`config.mk`:
```
export PLATFORM = sky130hd
export DESIGN_NAME = gcs_switch
export DESIGN_NICKNAME = d
export VERILOG_FILES = /design/src/shared/gcs_pkg.sv /design/src/core/gcs_edge.sv /design/src/core/gcs_switch.sv
export SDC_FILE = /design/constraint.sdc
export NUM_CORES = 1
export LEC_CHECK = 0
export BUFFER_PORTS_ARGS = -buffer_cell sky130_fd_sc_hd__buf_2
export CORE_MARGIN = 2
export CORE_UTILIZATION = 41
export CTS_BUF_LIST = sky130_fd_sc_hd__clkbuf_4 sky130_fd_sc_hd__clkbuf_8 sky130_fd_sc_hd__clkbuf_16
export CTS_CLUSTER_DIAMETER = 120
export CTS_CLUSTER_SIZE = 20
export DETAILED_ROUTE_END_ITERATION = 8
export GPL_ROUTABILITY_DRIVEN = 1
export MAX_ROUTING_LAYER = met4
export PLACE_DENSITY = 0.86
export SYNTH_ARGS = -nofsm -noshare
export SYNTH_HDL_FRONTEND = slang
export SYNTH_SLANG_ARGS = --single-unit
```
`constraint.sdc`:
```
create_clock -name clk -period 2.3 [get_ports clk]
set_input_delay 0.46 -clock clk [delete_from_list [all_inputs] [get_ports clk]]
set_output_delay 0.46 -clock clk [all_outputs]
set_load 0.01 [all_outputs]
```
`src/shared/gcs_pkg.sv`:
```
/*
 * Package for the glitchless clock switch: register map, reset values,
 * sequencing counts, state encoding and the register bus carrier.
 * Assumes a single 50 MHz system clock samples both input clocks.
 */
package gcs_pkg;

	// Register bus widths
	localparam int unsigned GCS_AW = 4;
	localparam int unsigned GCS_DW = 32;

	// Register offsets (byte addresses)
	localparam logic [GCS_AW-1:0] GCS_CTRL_OFS   = 4'h0;
	localparam logic [GCS_AW-1:0] GCS_STATUS_OFS = 4'h4;

	// Control field: low-hold cycles of the new clock, 1..3
	localparam int unsigned     GCS_HOLD_LSB   = 0;
	localparam int unsigned     GCS_HOLD_W     = 2;
	localparam logic [1:0]      GCS_HOLD_RST   = 2'h3;

	// Status fields
	localparam int unsigned GCS_ST_STATE_LSB = 0;
	localparam int unsigned GCS_ST_SEL_BIT   = 2;
	localparam int unsigned GCS_ST_FORCE_BIT = 3;

	// Old-clock cycles allowed before the output is forced low
	localparam logic [1:0] GCS_DRAIN_MAX = 2'h3;

	// Changeover states
	typedef enum logic [1:0] {
		GCS_RUN   = 2'b00,
		GCS_DRAIN = 2'b01,
		GCS_HOLD  = 2'b10
	} gcs_state_t;

	// Register bus request
	typedef struct packed {
		logic [GCS_AW-1:0] addr;
		logic [GCS_DW-1:0] wdata;
		logic              wr;
		logic              rd;
	} gcs_bus_req_t;

endpackage : gcs_pkg

```
`src/core/gcs_edge.sv`:
```
/*
 * Level sampler and edge finder for one incoming clock.
 * Assumes the input is already synchronous to clk.
 */
`timescale 1ns/10ps
module gcs_edge (
	// Clock and reset
	input  wire logic clk,
	input  wire logic rst_n,
	// Sampled clock
	input  wire logic lvl_in,
	// Results
	output logic      lvl_q,
	output logic      rise,
	output logic      fall
);
	logic prev_q; // Level one cycle earlier

	// Two-stage history for edge finding
	always_ff @(posedge clk or negedge rst_n) begin
		if (!rst_n) begin
			lvl_q  <= 1'b0;
			prev_q <= 1'b0;
		end else begin
			lvl_q  <= lvl_in;
			prev_q <= lvl_q;
		end
	end

	assign rise = lvl_q & ~prev_q;
	assign fall = ~lvl_q & prev_q;

endmodule : gcs_edge

```
`src/core/gcs_switch.sv`:
```
/*
 * Glitchless two-input clock switch with force select, output gate
 * with idle level, power down, and a small control/status port.
 * Assumes both input clocks and all pins are synchronous to clk and
 * well below half its rate; outputs lag the inputs by a few cycles.
 * Assumes the controller keeps force high while an input is dead,
 * and gates the outputs itself around power down and gate changes.
 * Force acts one clk cycle late: the block has no path that does not
 * pass through a flop, so the low is synchronous, not truly instant.
 */
// Local design decisions: the strobed register port and the placing of the registers.
`timescale 1ns/10ps
module gcs_switch (
	// Clock and reset
	input  wire logic                   clk,
	input  wire logic                   rst_n,
	// Input clocks
	input  wire logic                   primary_clk_in,
	input  wire logic                   secondary_clk_in,
	// Control pins
	input  wire logic                   input_choice,
	input  wire logic                   force_choice,
	input  wire logic                   output_gate_en,
	input  wire logic                   gate_idle_level,
	input  wire logic                   power_down_n,
	// Register port
	input  wire gcs_pkg::gcs_bus_req_t  bus_req,
	output logic [gcs_pkg::GCS_DW-1:0]  rd_data,
	// Clock outputs, true and complement
	output logic [1:0]                  clk_out,
	output logic [1:0]                  clk_out_c
);
	import gcs_pkg::*;

	// Sampled clocks and edges
	logic       pri_lvl, pri_rise, pri_fall;
	logic       sec_lvl, sec_rise, sec_fall;
	// Sequencer state
	gcs_state_t st_q, st_d;
	logic       cur_sel_q, cur_sel_d;   // Input now feeding the switch
	logic       sw_q, sw_d;             // Switched clock before gating
	logic [1:0] cnt_q, cnt_d;           // Drain or hold cycle count
	logic       force_q;                // Force level last cycle
	logic [1:0] hold_q;                 // Hold cycles from software

	// Edge finders, one per input clock
	// Both run all the time, so the choice can move without delay;
	// a dead clock simply never shows an edge here.
	gcs_edge u_pri (
		.clk    (clk),
		.rst_n  (rst_n),
		.lvl_in (primary_clk_in),
		.lvl_q  (pri_lvl),
		.rise   (pri_rise),
		.fall   (pri_fall)
	);
	gcs_edge u_sec (
		.clk    (clk),
		.rst_n  (rst_n),
		.lvl_in (secondary_clk_in),
		.lvl_q  (sec_lvl),
		.rise   (sec_rise),
		.fall   (sec_fall)
	);

	// Selection decode
	// Only the input now feeding the switch is watched, so the other
	// input may stop or run at any rate without touching the output.
	wire cur_lvl    = cur_sel_q ? sec_lvl  : pri_lvl;
	wire cur_rise   = cur_sel_q ? sec_rise : pri_rise;
	wire cur_fall   = cur_sel_q ? sec_fall : pri_fall;
	wire force_rise = force_choice & ~force_q;
	// Changeover only without force, so a dead clock is never watched
	wire change_req = ~force_choice & (input_choice != cur_sel_q);
	// Zero hold setting treated as one
	wire [1:0] hold_lim  = (hold_q == 2'h0) ? 2'h1 : hold_q;
	wire       hold_done = cur_rise & (cnt_q == hold_lim - 2'h1);
	wire       drain_to  = cur_rise & (cnt_q == GCS_DRAIN_MAX - 2'h1);

	// Sequencer next state
	// RUN passes the chosen level through. A new choice moves to DRAIN,
	// which lets the old clock finish its high phase and then parks the
	// output low. HOLD keeps it low for the set number of rising edges
	// of the new clock and lets it go high on the last one, so the first
	// new pulse is always a full one. A force rise skips DRAIN entirely
	// and may clip a high phase; that is the price of leaving a dead clock.
	always_comb begin
		st_d      = st_q;
		cur_sel_d = cur_sel_q;
		sw_d      = sw_q;
		cnt_d     = cnt_q;
		if (force_rise) begin
			// Low at once, restart from current choice; may clip a pulse
			sw_d      = 1'b0;
			cur_sel_d = input_choice;
			cnt_d     = 2'h0;
			st_d      = GCS_HOLD;
		end else begin
			case (st_q)
				GCS_RUN: begin
					sw_d = cur_lvl;
					if (change_req) begin
						cnt_d = 2'h0;
						st_d  = GCS_DRAIN;
					end
				end
				GCS_DRAIN: begin
					sw_d = cur_lvl;
					// Falling edge or low level ends it; an old clock stuck high never times out
					if (cur_fall || drain_to || !cur_lvl) begin
						sw_d      = 1'b0;
						cur_sel_d = input_choice;
						cnt_d     = 2'h0;
						st_d      = GCS_HOLD;
					end else if (cur_rise) begin
						cnt_d = cnt_q + 2'h1;
					end
				end
				GCS_HOLD: begin
					sw_d = 1'b0;
					if (hold_done) begin
						sw_d = 1'b1;
						st_d = GCS_RUN;
					end else if (cur_rise) begin
						cnt_d = cnt_q + 2'h1;
					end
				end
				default: begin
					sw_d = 1'b0;
					st_d = GCS_RUN;
				end
			endcase
		end
	end

	// Sequencer registers
	always_ff @(posedge clk or negedge rst_n) begin
		if (!rst_n) begin
			st_q      <= GCS_RUN;
			cur_sel_q <= 1'b0;
			sw_q      <= 1'b0;
			cnt_q     <= 2'h0;
			force_q   <= 1'b0;
		end else begin
			st_q      <= st_d;
			cur_sel_q <= cur_sel_d;
			sw_q      <= sw_d;
			cnt_q     <= cnt_d;
			force_q   <= force_choice;
		end
	end

	// Output stage: power down beats gate, gate beats clock
	// The gate is applied here without regard to the clock phase, so a
	// badly timed gate change can still give a short pulse; the
	// controller has to place its gate changes on a low phase.
	wire [1:0] out_t = !power_down_n   ? 2'b11 :
	                   !output_gate_en ? {2{gate_idle_level}} :
	                   {2{sw_d}};
	wire [1:0] out_c = !power_down_n   ? 2'b11 : ~out_t;

	// Output flops
	always_ff @(posedge clk or negedge rst_n) begin
		if (!rst_n) begin
			clk_out   <= 2'b00;
			clk_out_c <= 2'b11;
		end else begin
			clk_out   <= out_t;
			clk_out_c <= out_c;
		end
	end

	// Register decode
	// Unmapped addresses select nothing, so their reads give zero and
	// their writes are dropped.
	wire ctrl_sel = bus_req.addr == GCS_CTRL_OFS;
	wire stat_sel = bus_req.addr == GCS_STATUS_OFS;
	logic [GCS_DW-1:0] rd_mux;
	always_comb begin
		rd_mux = '0;
		if (ctrl_sel) begin
			rd_mux[GCS_HOLD_LSB +: GCS_HOLD_W] = hold_q;
		end else if (stat_sel) begin
			rd_mux[GCS_ST_STATE_LSB +: 2] = st_q;
			rd_mux[GCS_ST_SEL_BIT]        = cur_sel_q;
			rd_mux[GCS_ST_FORCE_BIT]      = force_q;
		end
	end

	// Control write and read data; unmapped reads give zero
	always_ff @(posedge clk or negedge rst_n) begin
		if (!rst_n) begin
			hold_q  <= GCS_HOLD_RST;
			rd_data <= '0;
		end else begin
			if (bus_req.wr && ctrl_sel)
				hold_q <= bus_req.wdata[GCS_HOLD_LSB +: GCS_HOLD_W];
			rd_data <= bus_req.rd ? rd_mux : '0;
		end
	end
endmodule : gcs_switch

```
* After elaboration in Yosys (flattened, before gate mapping)
Cells that the tools add are included.
Word-level totals: flip-flop bits (word level) 20, input bits 47, output and inout port bits 36, logic and storage cells 81
Cells by class: add/subtract/negate cells 2, eq/ne operators 10, multiplexer cells 29, bitwise gates (word level) 15, reductions and logical operators 13
Operators by type and width (count):
- 2-bit two-way mux | 15
- 3-bit inequality test, second input constant | 4
- 2-bit case mux with 3 select lines | 2
- 1-bit two-way mux | 9
- 1-bit bitwise AND | 8
- 4-bit two-way mux | 2
- 1-bit inverter | 6
- 3-bit AND reduction | 2
- 2-bit == test, second input constant | 2
- 4-bit by 3-bit == test with 1-bit output, second input constant | 1
- 2-bit logical NOT | 2
- 4-bit logical NOT | 1
- 2-bit nonzero test | 2
- 4-bit nonzero test | 1
- 1-bit case mux with 3 select lines | 1
- 2-bit by 1-bit adder with 2-bit output, second input constant | 1
- 2-bit by 1-bit == test with 1-bit output, second input constant | 1
- 2-bit == test | 1
- 1-bit logical OR | 2
- 2-bit inverter | 1
- 2-bit AND reduction | 1
- 2-bit by 1-bit subtractor with 2-bit output, second input constant | 1
- 1-bit logical AND | 1
- 1-bit logical NOT | 1
- 1-bit inequality test | 1

* Logic depth before layout (Yosys ltp)
depth in word-level cells 13, mapped depth 7, depth with buffers taken out 7

* Hierarchy
A second synthesis with hierarchy kept.
Unflattened totals: cell total of the unflattened synthesis 131, area, all modules 1320.0 µm²
By module, submodules not included:
- gcs_switch | instances 1, cells each 123, area each 1189.9 µm², sequential area each 354.1 µm²
- gcs_edge | instances 2, cells each 4, area each 65.1 µm², sequential area each 50.0 µm²

* Least setup slack after synthesis
OpenSTA, ideal clock, no wires.
path kind flip-flop to flip-flop, from reg st_q[0], to reg cnt_q[1], setup time 0.127 ns, arrival time 1.510 ns, data required time 2.173 ns, setup slack 0.663 ns, stages on the path, launching flop included 7, buffers on the path 0, period minus slack after synthesis 1.637 ns, cell sequence dfrtp_1 inv_1 ha_1 or4_1 o211ai_1 nand4bb_1 o22ai_1
On the way: word-level cells in the longest chain between the ends 3, elaborated cells between the ends (all ways) 9, classes of those cells eq/ne (4); mux (2); reduce/logical (3)
Ends and longest elaborated chain:
- start: declaration | line gcs_switch.sv:39 | gcs_state_t st_q, st_d;
- start signal: assignment | line gcs_switch.sv:145 | st_q <= st_d;
- 2-bit == test (tied with other cells) | line gcs_switch.sv:99 | case (st_q)
- 3-bit inequality test (no line) (tied with other cells)
- 3-bit AND reduction (no line) / 2-bit two-way mux (equally long branches)
- end signal: assignment | line gcs_switch.sv:148 | cnt_q <= cnt_d;
- end: declaration | line gcs_switch.sv:42 | logic [1:0] cnt_q, cnt_d;
Parallel ways exist; a longest one is shown, timed or not. A chain may end at the register's enable or synchronous reset.

* Final worst setup path
Ends and elaborated chain as after synthesis.

==> run summary <==
Setup repair after global routing left no endpoint under its margin. The largest single stage delay on the critical path is 440 ps. The number of post-CTS setup repair buffers is 0.

The wire-length estimate of the detail-placed layout is 1.44 mm. The total via count in the routed design is 826. The clock-pin slew of the registers on the worst-case setup and hold paths came out at 100 ps. The logic depth of the worst setup path including buffers is 7. The count of hold-fix buffers inserted at cts came out at 0. The required time of the critical path came out at 2520 ps.

The power density over the cells is 812 nW/um^2. The post-placement worst setup slack is 432 ps. The global-route usage over all layers came out at 0.116.

The post-layout total power is 1020 uW. The share of the synthesized area in compound gates (AO/OA/AOI/OAI) was 0.110. The number of gates resized after CTS was 0. The endpoint identified for the worst register-to-register timing path is cnt_q[1].

Traced cell by cell, the critical path runs through inv_1 -> ha_1 -> and3_1 -> a31oi_1 -> o211ai_1 -> nand4bb_1 -> o22ai_1. The depth of the worst register-to-register path came out at 7. The clock latency reported for the late side of the worst-skew pair came out at 290 ps.

Ranked by total cell area, the synthesized netlist is headed by dfrtp_1 32%, buf_4 19%, dfstp_2 6.7%. The critical path buffer and inverter count is 1. The library cells used most frequently in the layout, excluding fill and tap cells, are 28 x conb_1, 24 x buf_2, 15 x dfrtp_1.

The routed design could run at a clock period as short as 1890 ps. The diode insertion count for antenna repair is 0. The number of synthesized flops with an enable pin is 0. Of the total synthesized cell area, the portion taken by full adders, half adders and majority gates is 0.0529. The worst setup path is launched from a register.

In this run the most used layer during global routing was met2. The post-route fraction of the period consumed by the critical path came out at 0.820. The setup TNS came out at 0 ps.

The layout overhead on the synthesized area is 6.03%. The slowest stage of the critical path belongs to the cell dfrtp_1. The share of async-settable or async-resettable flops after synthesis is 1.00.

The flip-flop and latch count after synthesis is 18. The smallest hold slack is 77.1 ps. The final layout contains routed wiring with a total length of 1.79 mm.

The min-delay analysis places its worst path in the category input port to asynchronous set/reset pin. Of the total synthesized cell area, the portion taken by AND, OR, NAND and NOR gates is 0.180. The startpoint of the lowest-slack register-to-register path is st_q[0]. STA classifies the critical path endpoint as a register. The number of pins exceeding their max-slew limit in the final report came out at 0. The worst setup path category is register to register. Of all nets on the critical path, the largest fanout is 5. The post-synthesis cell count came out at 119. By area, the combinational part of the netlist is dominated by buffers and inverters.

On the final layout, the worst clock skew is 3.05 ps. Averaged over all synthesized cells, the footprint is 9.95 um^2. In the routed design, unresolved DRC markers number 0.

The tool flagged a number of max-cap violations equal to 0. The sequential cell area fraction in the yosys report came out at 0.384. The number of antenna violations at the first check in global routing is 0. The total grt overflow came out at 0. The run finished with clean final reports. The tree is rooted in a clkbuf_4. The die footprint came out at 3330 um^2. The count of boundary I/O pins came out at 83. Setup violations remaining at the end of the flow were counted as 0.

The distinct cell type count of the synthesized netlist is 40. The worst reg-to-reg setup slack came out at 410 ps. The initial standard-cell utilization of the core came out at 0.429.

Port buffering added 24 buffers. The via count of the first global-routing pass came out at 678. For this run, global-route usage on met2 was measured as 0.185. The count of non-filler cells in the finished layout came out at 175.

The final worst slack came out at 415 ps. From left edge to right edge, the die measures 57.7 um. The largest delay contributor family on the critical path is compound AO/OA/AOI/OAI gates. The launch point of the critical path is st_q[0]. The number of antenna-violating nets in the routed design is 0. The critical path ends at cnt_q[1]. The net count reported at finish is 197. Of the total synthesized cell area, the portion taken by XOR and XNOR cells is 0.00740. The warning count from the yosys run came out at 0. The average vias per placed instance is 4.72.

The cell area that synthesis handed to floorplanning was 1180 um^2. In this run the standard cell core region covers 2760 um^2. Data on the critical path arrives at its endpoint at 2110 ps. The clock net in this run drives a total of 18 sinks. The library cell used most frequently in the layout, excluding fill and tap cells, is conb_1. The pin count of the biggest net entering global routing is 19. The share of Yosys cell area claimed by the top area cell type is 0.317.

The deepest clock path buffer count came out at 2. The wire length per cell is 10.2 um. The DRC marker count from the first detailed-route iteration came out at 13.

In the synthesized netlist the dominant register cell turns out to be dfrtp_1. The number of buffers inserted during clock tree synthesis came out at 3. The number of placement rows is 19. IR analysis of the VDD net gives a maximum drop of 644 uV. The global routing usage on met3 came out at 0.0491. The die span in y came out at 57.7 um. The met1 track utilization from global routing is 0.138. The global placement routability congestion is 0.931. dfrtp_1 takes more of the synthesized area than any other cell. The TritonCTS clock tree is yes. Derived from the worst setup path, the maximum achievable clock frequency is 0.530 GHz. The layout cell share with drive strength beyond 1 is 0.264. The number of endpoints with negative hold slack in the final report came to 0. The share of synthesized area spent on multiplexers came out at 0.0539. The count of TritonRoute iterations in the first routing pass is 4. Including well taps, the total number of placed cells is 171. The H-tree level count is 1. The wire length of the first global-routing pass came out at 2.86 mm.

Summed over all cells, the static leakage comes to 0.000651 uW.
registers in the layout, indices dropped and copies added, names as in the netlist, 2 cells and up:
| name | flops |
|---|---|
| rd_data | 4 |
| hold_q | 2 |
| st_q | 2 |
| cnt_q | 2 |
final cells by class:
class / count / area [um^2]
clock buffers: 4 / 36.3
flip-flops and latches: 18 / 454
repair buffers: 24 / 120
fillers: 247 / 1500
well taps: 31 / 38.8
inverters: 6 / 22.5
multi-input cells: 92 / 583
how the worst min path moves through the flow:
stage	start	to	slack, ps
after floorplan	rst_n	clk_out[0]	160
after global placement	u_sec.lvl_q	u_sec.prev_q	370
after detailed placement	u_sec.lvl_q	u_sec.prev_q	380
after CTS	rst_n	cnt_q[1]	90
after global routing	rst_n	rd_data[0]	90
final	rst_n	cnt_q[1]	80
through the flow:
stage / area, um^2 / utilization
floorplan: 1280 / -
global placement: 1220 / 0.442
detailed placement: 1220 / 0.442
CTS: 1250 / 0.455
global route: 1250 / 0.455
finish: 1250 / 0.455
metal layers:
layer / vias to the layer above / routed length, um
met5: - / 0
li1: 408 / -
met4: 0 / 9
met2: 36 / 837
met1: 380 / 784
met3: 2 / 158
power breakdown:
part           switching [uW]  internal [uW]  leakage, uW
Combinational             216            187     0.000408
Sequential               49.9            371     0.000221
Clock                    98.6           96.4    0.0000210
Total                     365            654     0.000651
logic make-up (layout without fill, tap and decap cells):
family,count (synthesis),count (layout)
DFF,18,18
and+or+nand+nor,34,34
other,1,28
buffers and inverters,36,34
muxes,6,6
xor gates and xnor gates,1,1
AOI/OAI and AO/OA,18,18
adders and majority gates,5,5
worst register-to-register path, stage by stage (launching register included):
cell and delay [ps]:
dfrtp_1 440, inv_1 80, ha_1 250, and3_1 200, a31oi_1 280, o211ai_1 180, nand4bb_1 240, o22ai_1 150
Yosys cell counts (3+ instances only):
| master | n |
|---|---|
| o21ai_0 | 3 |
| mux2i_1 | 3 |
| dfstp_2 | 3 |
| inv_1 | 6 |
| nand2b_1 | 4 |
| o211ai_1 | 3 |
| nor2_1 | 4 |
| and3_1 | 3 |
| dfrtp_1 | 15 |
| nand2_1 | 4 |
| mux2_2 | 3 |
| ha_1 | 5 |
| buf_4 | 30 |
No activity file was read; power rests on OpenSTA's default activity.
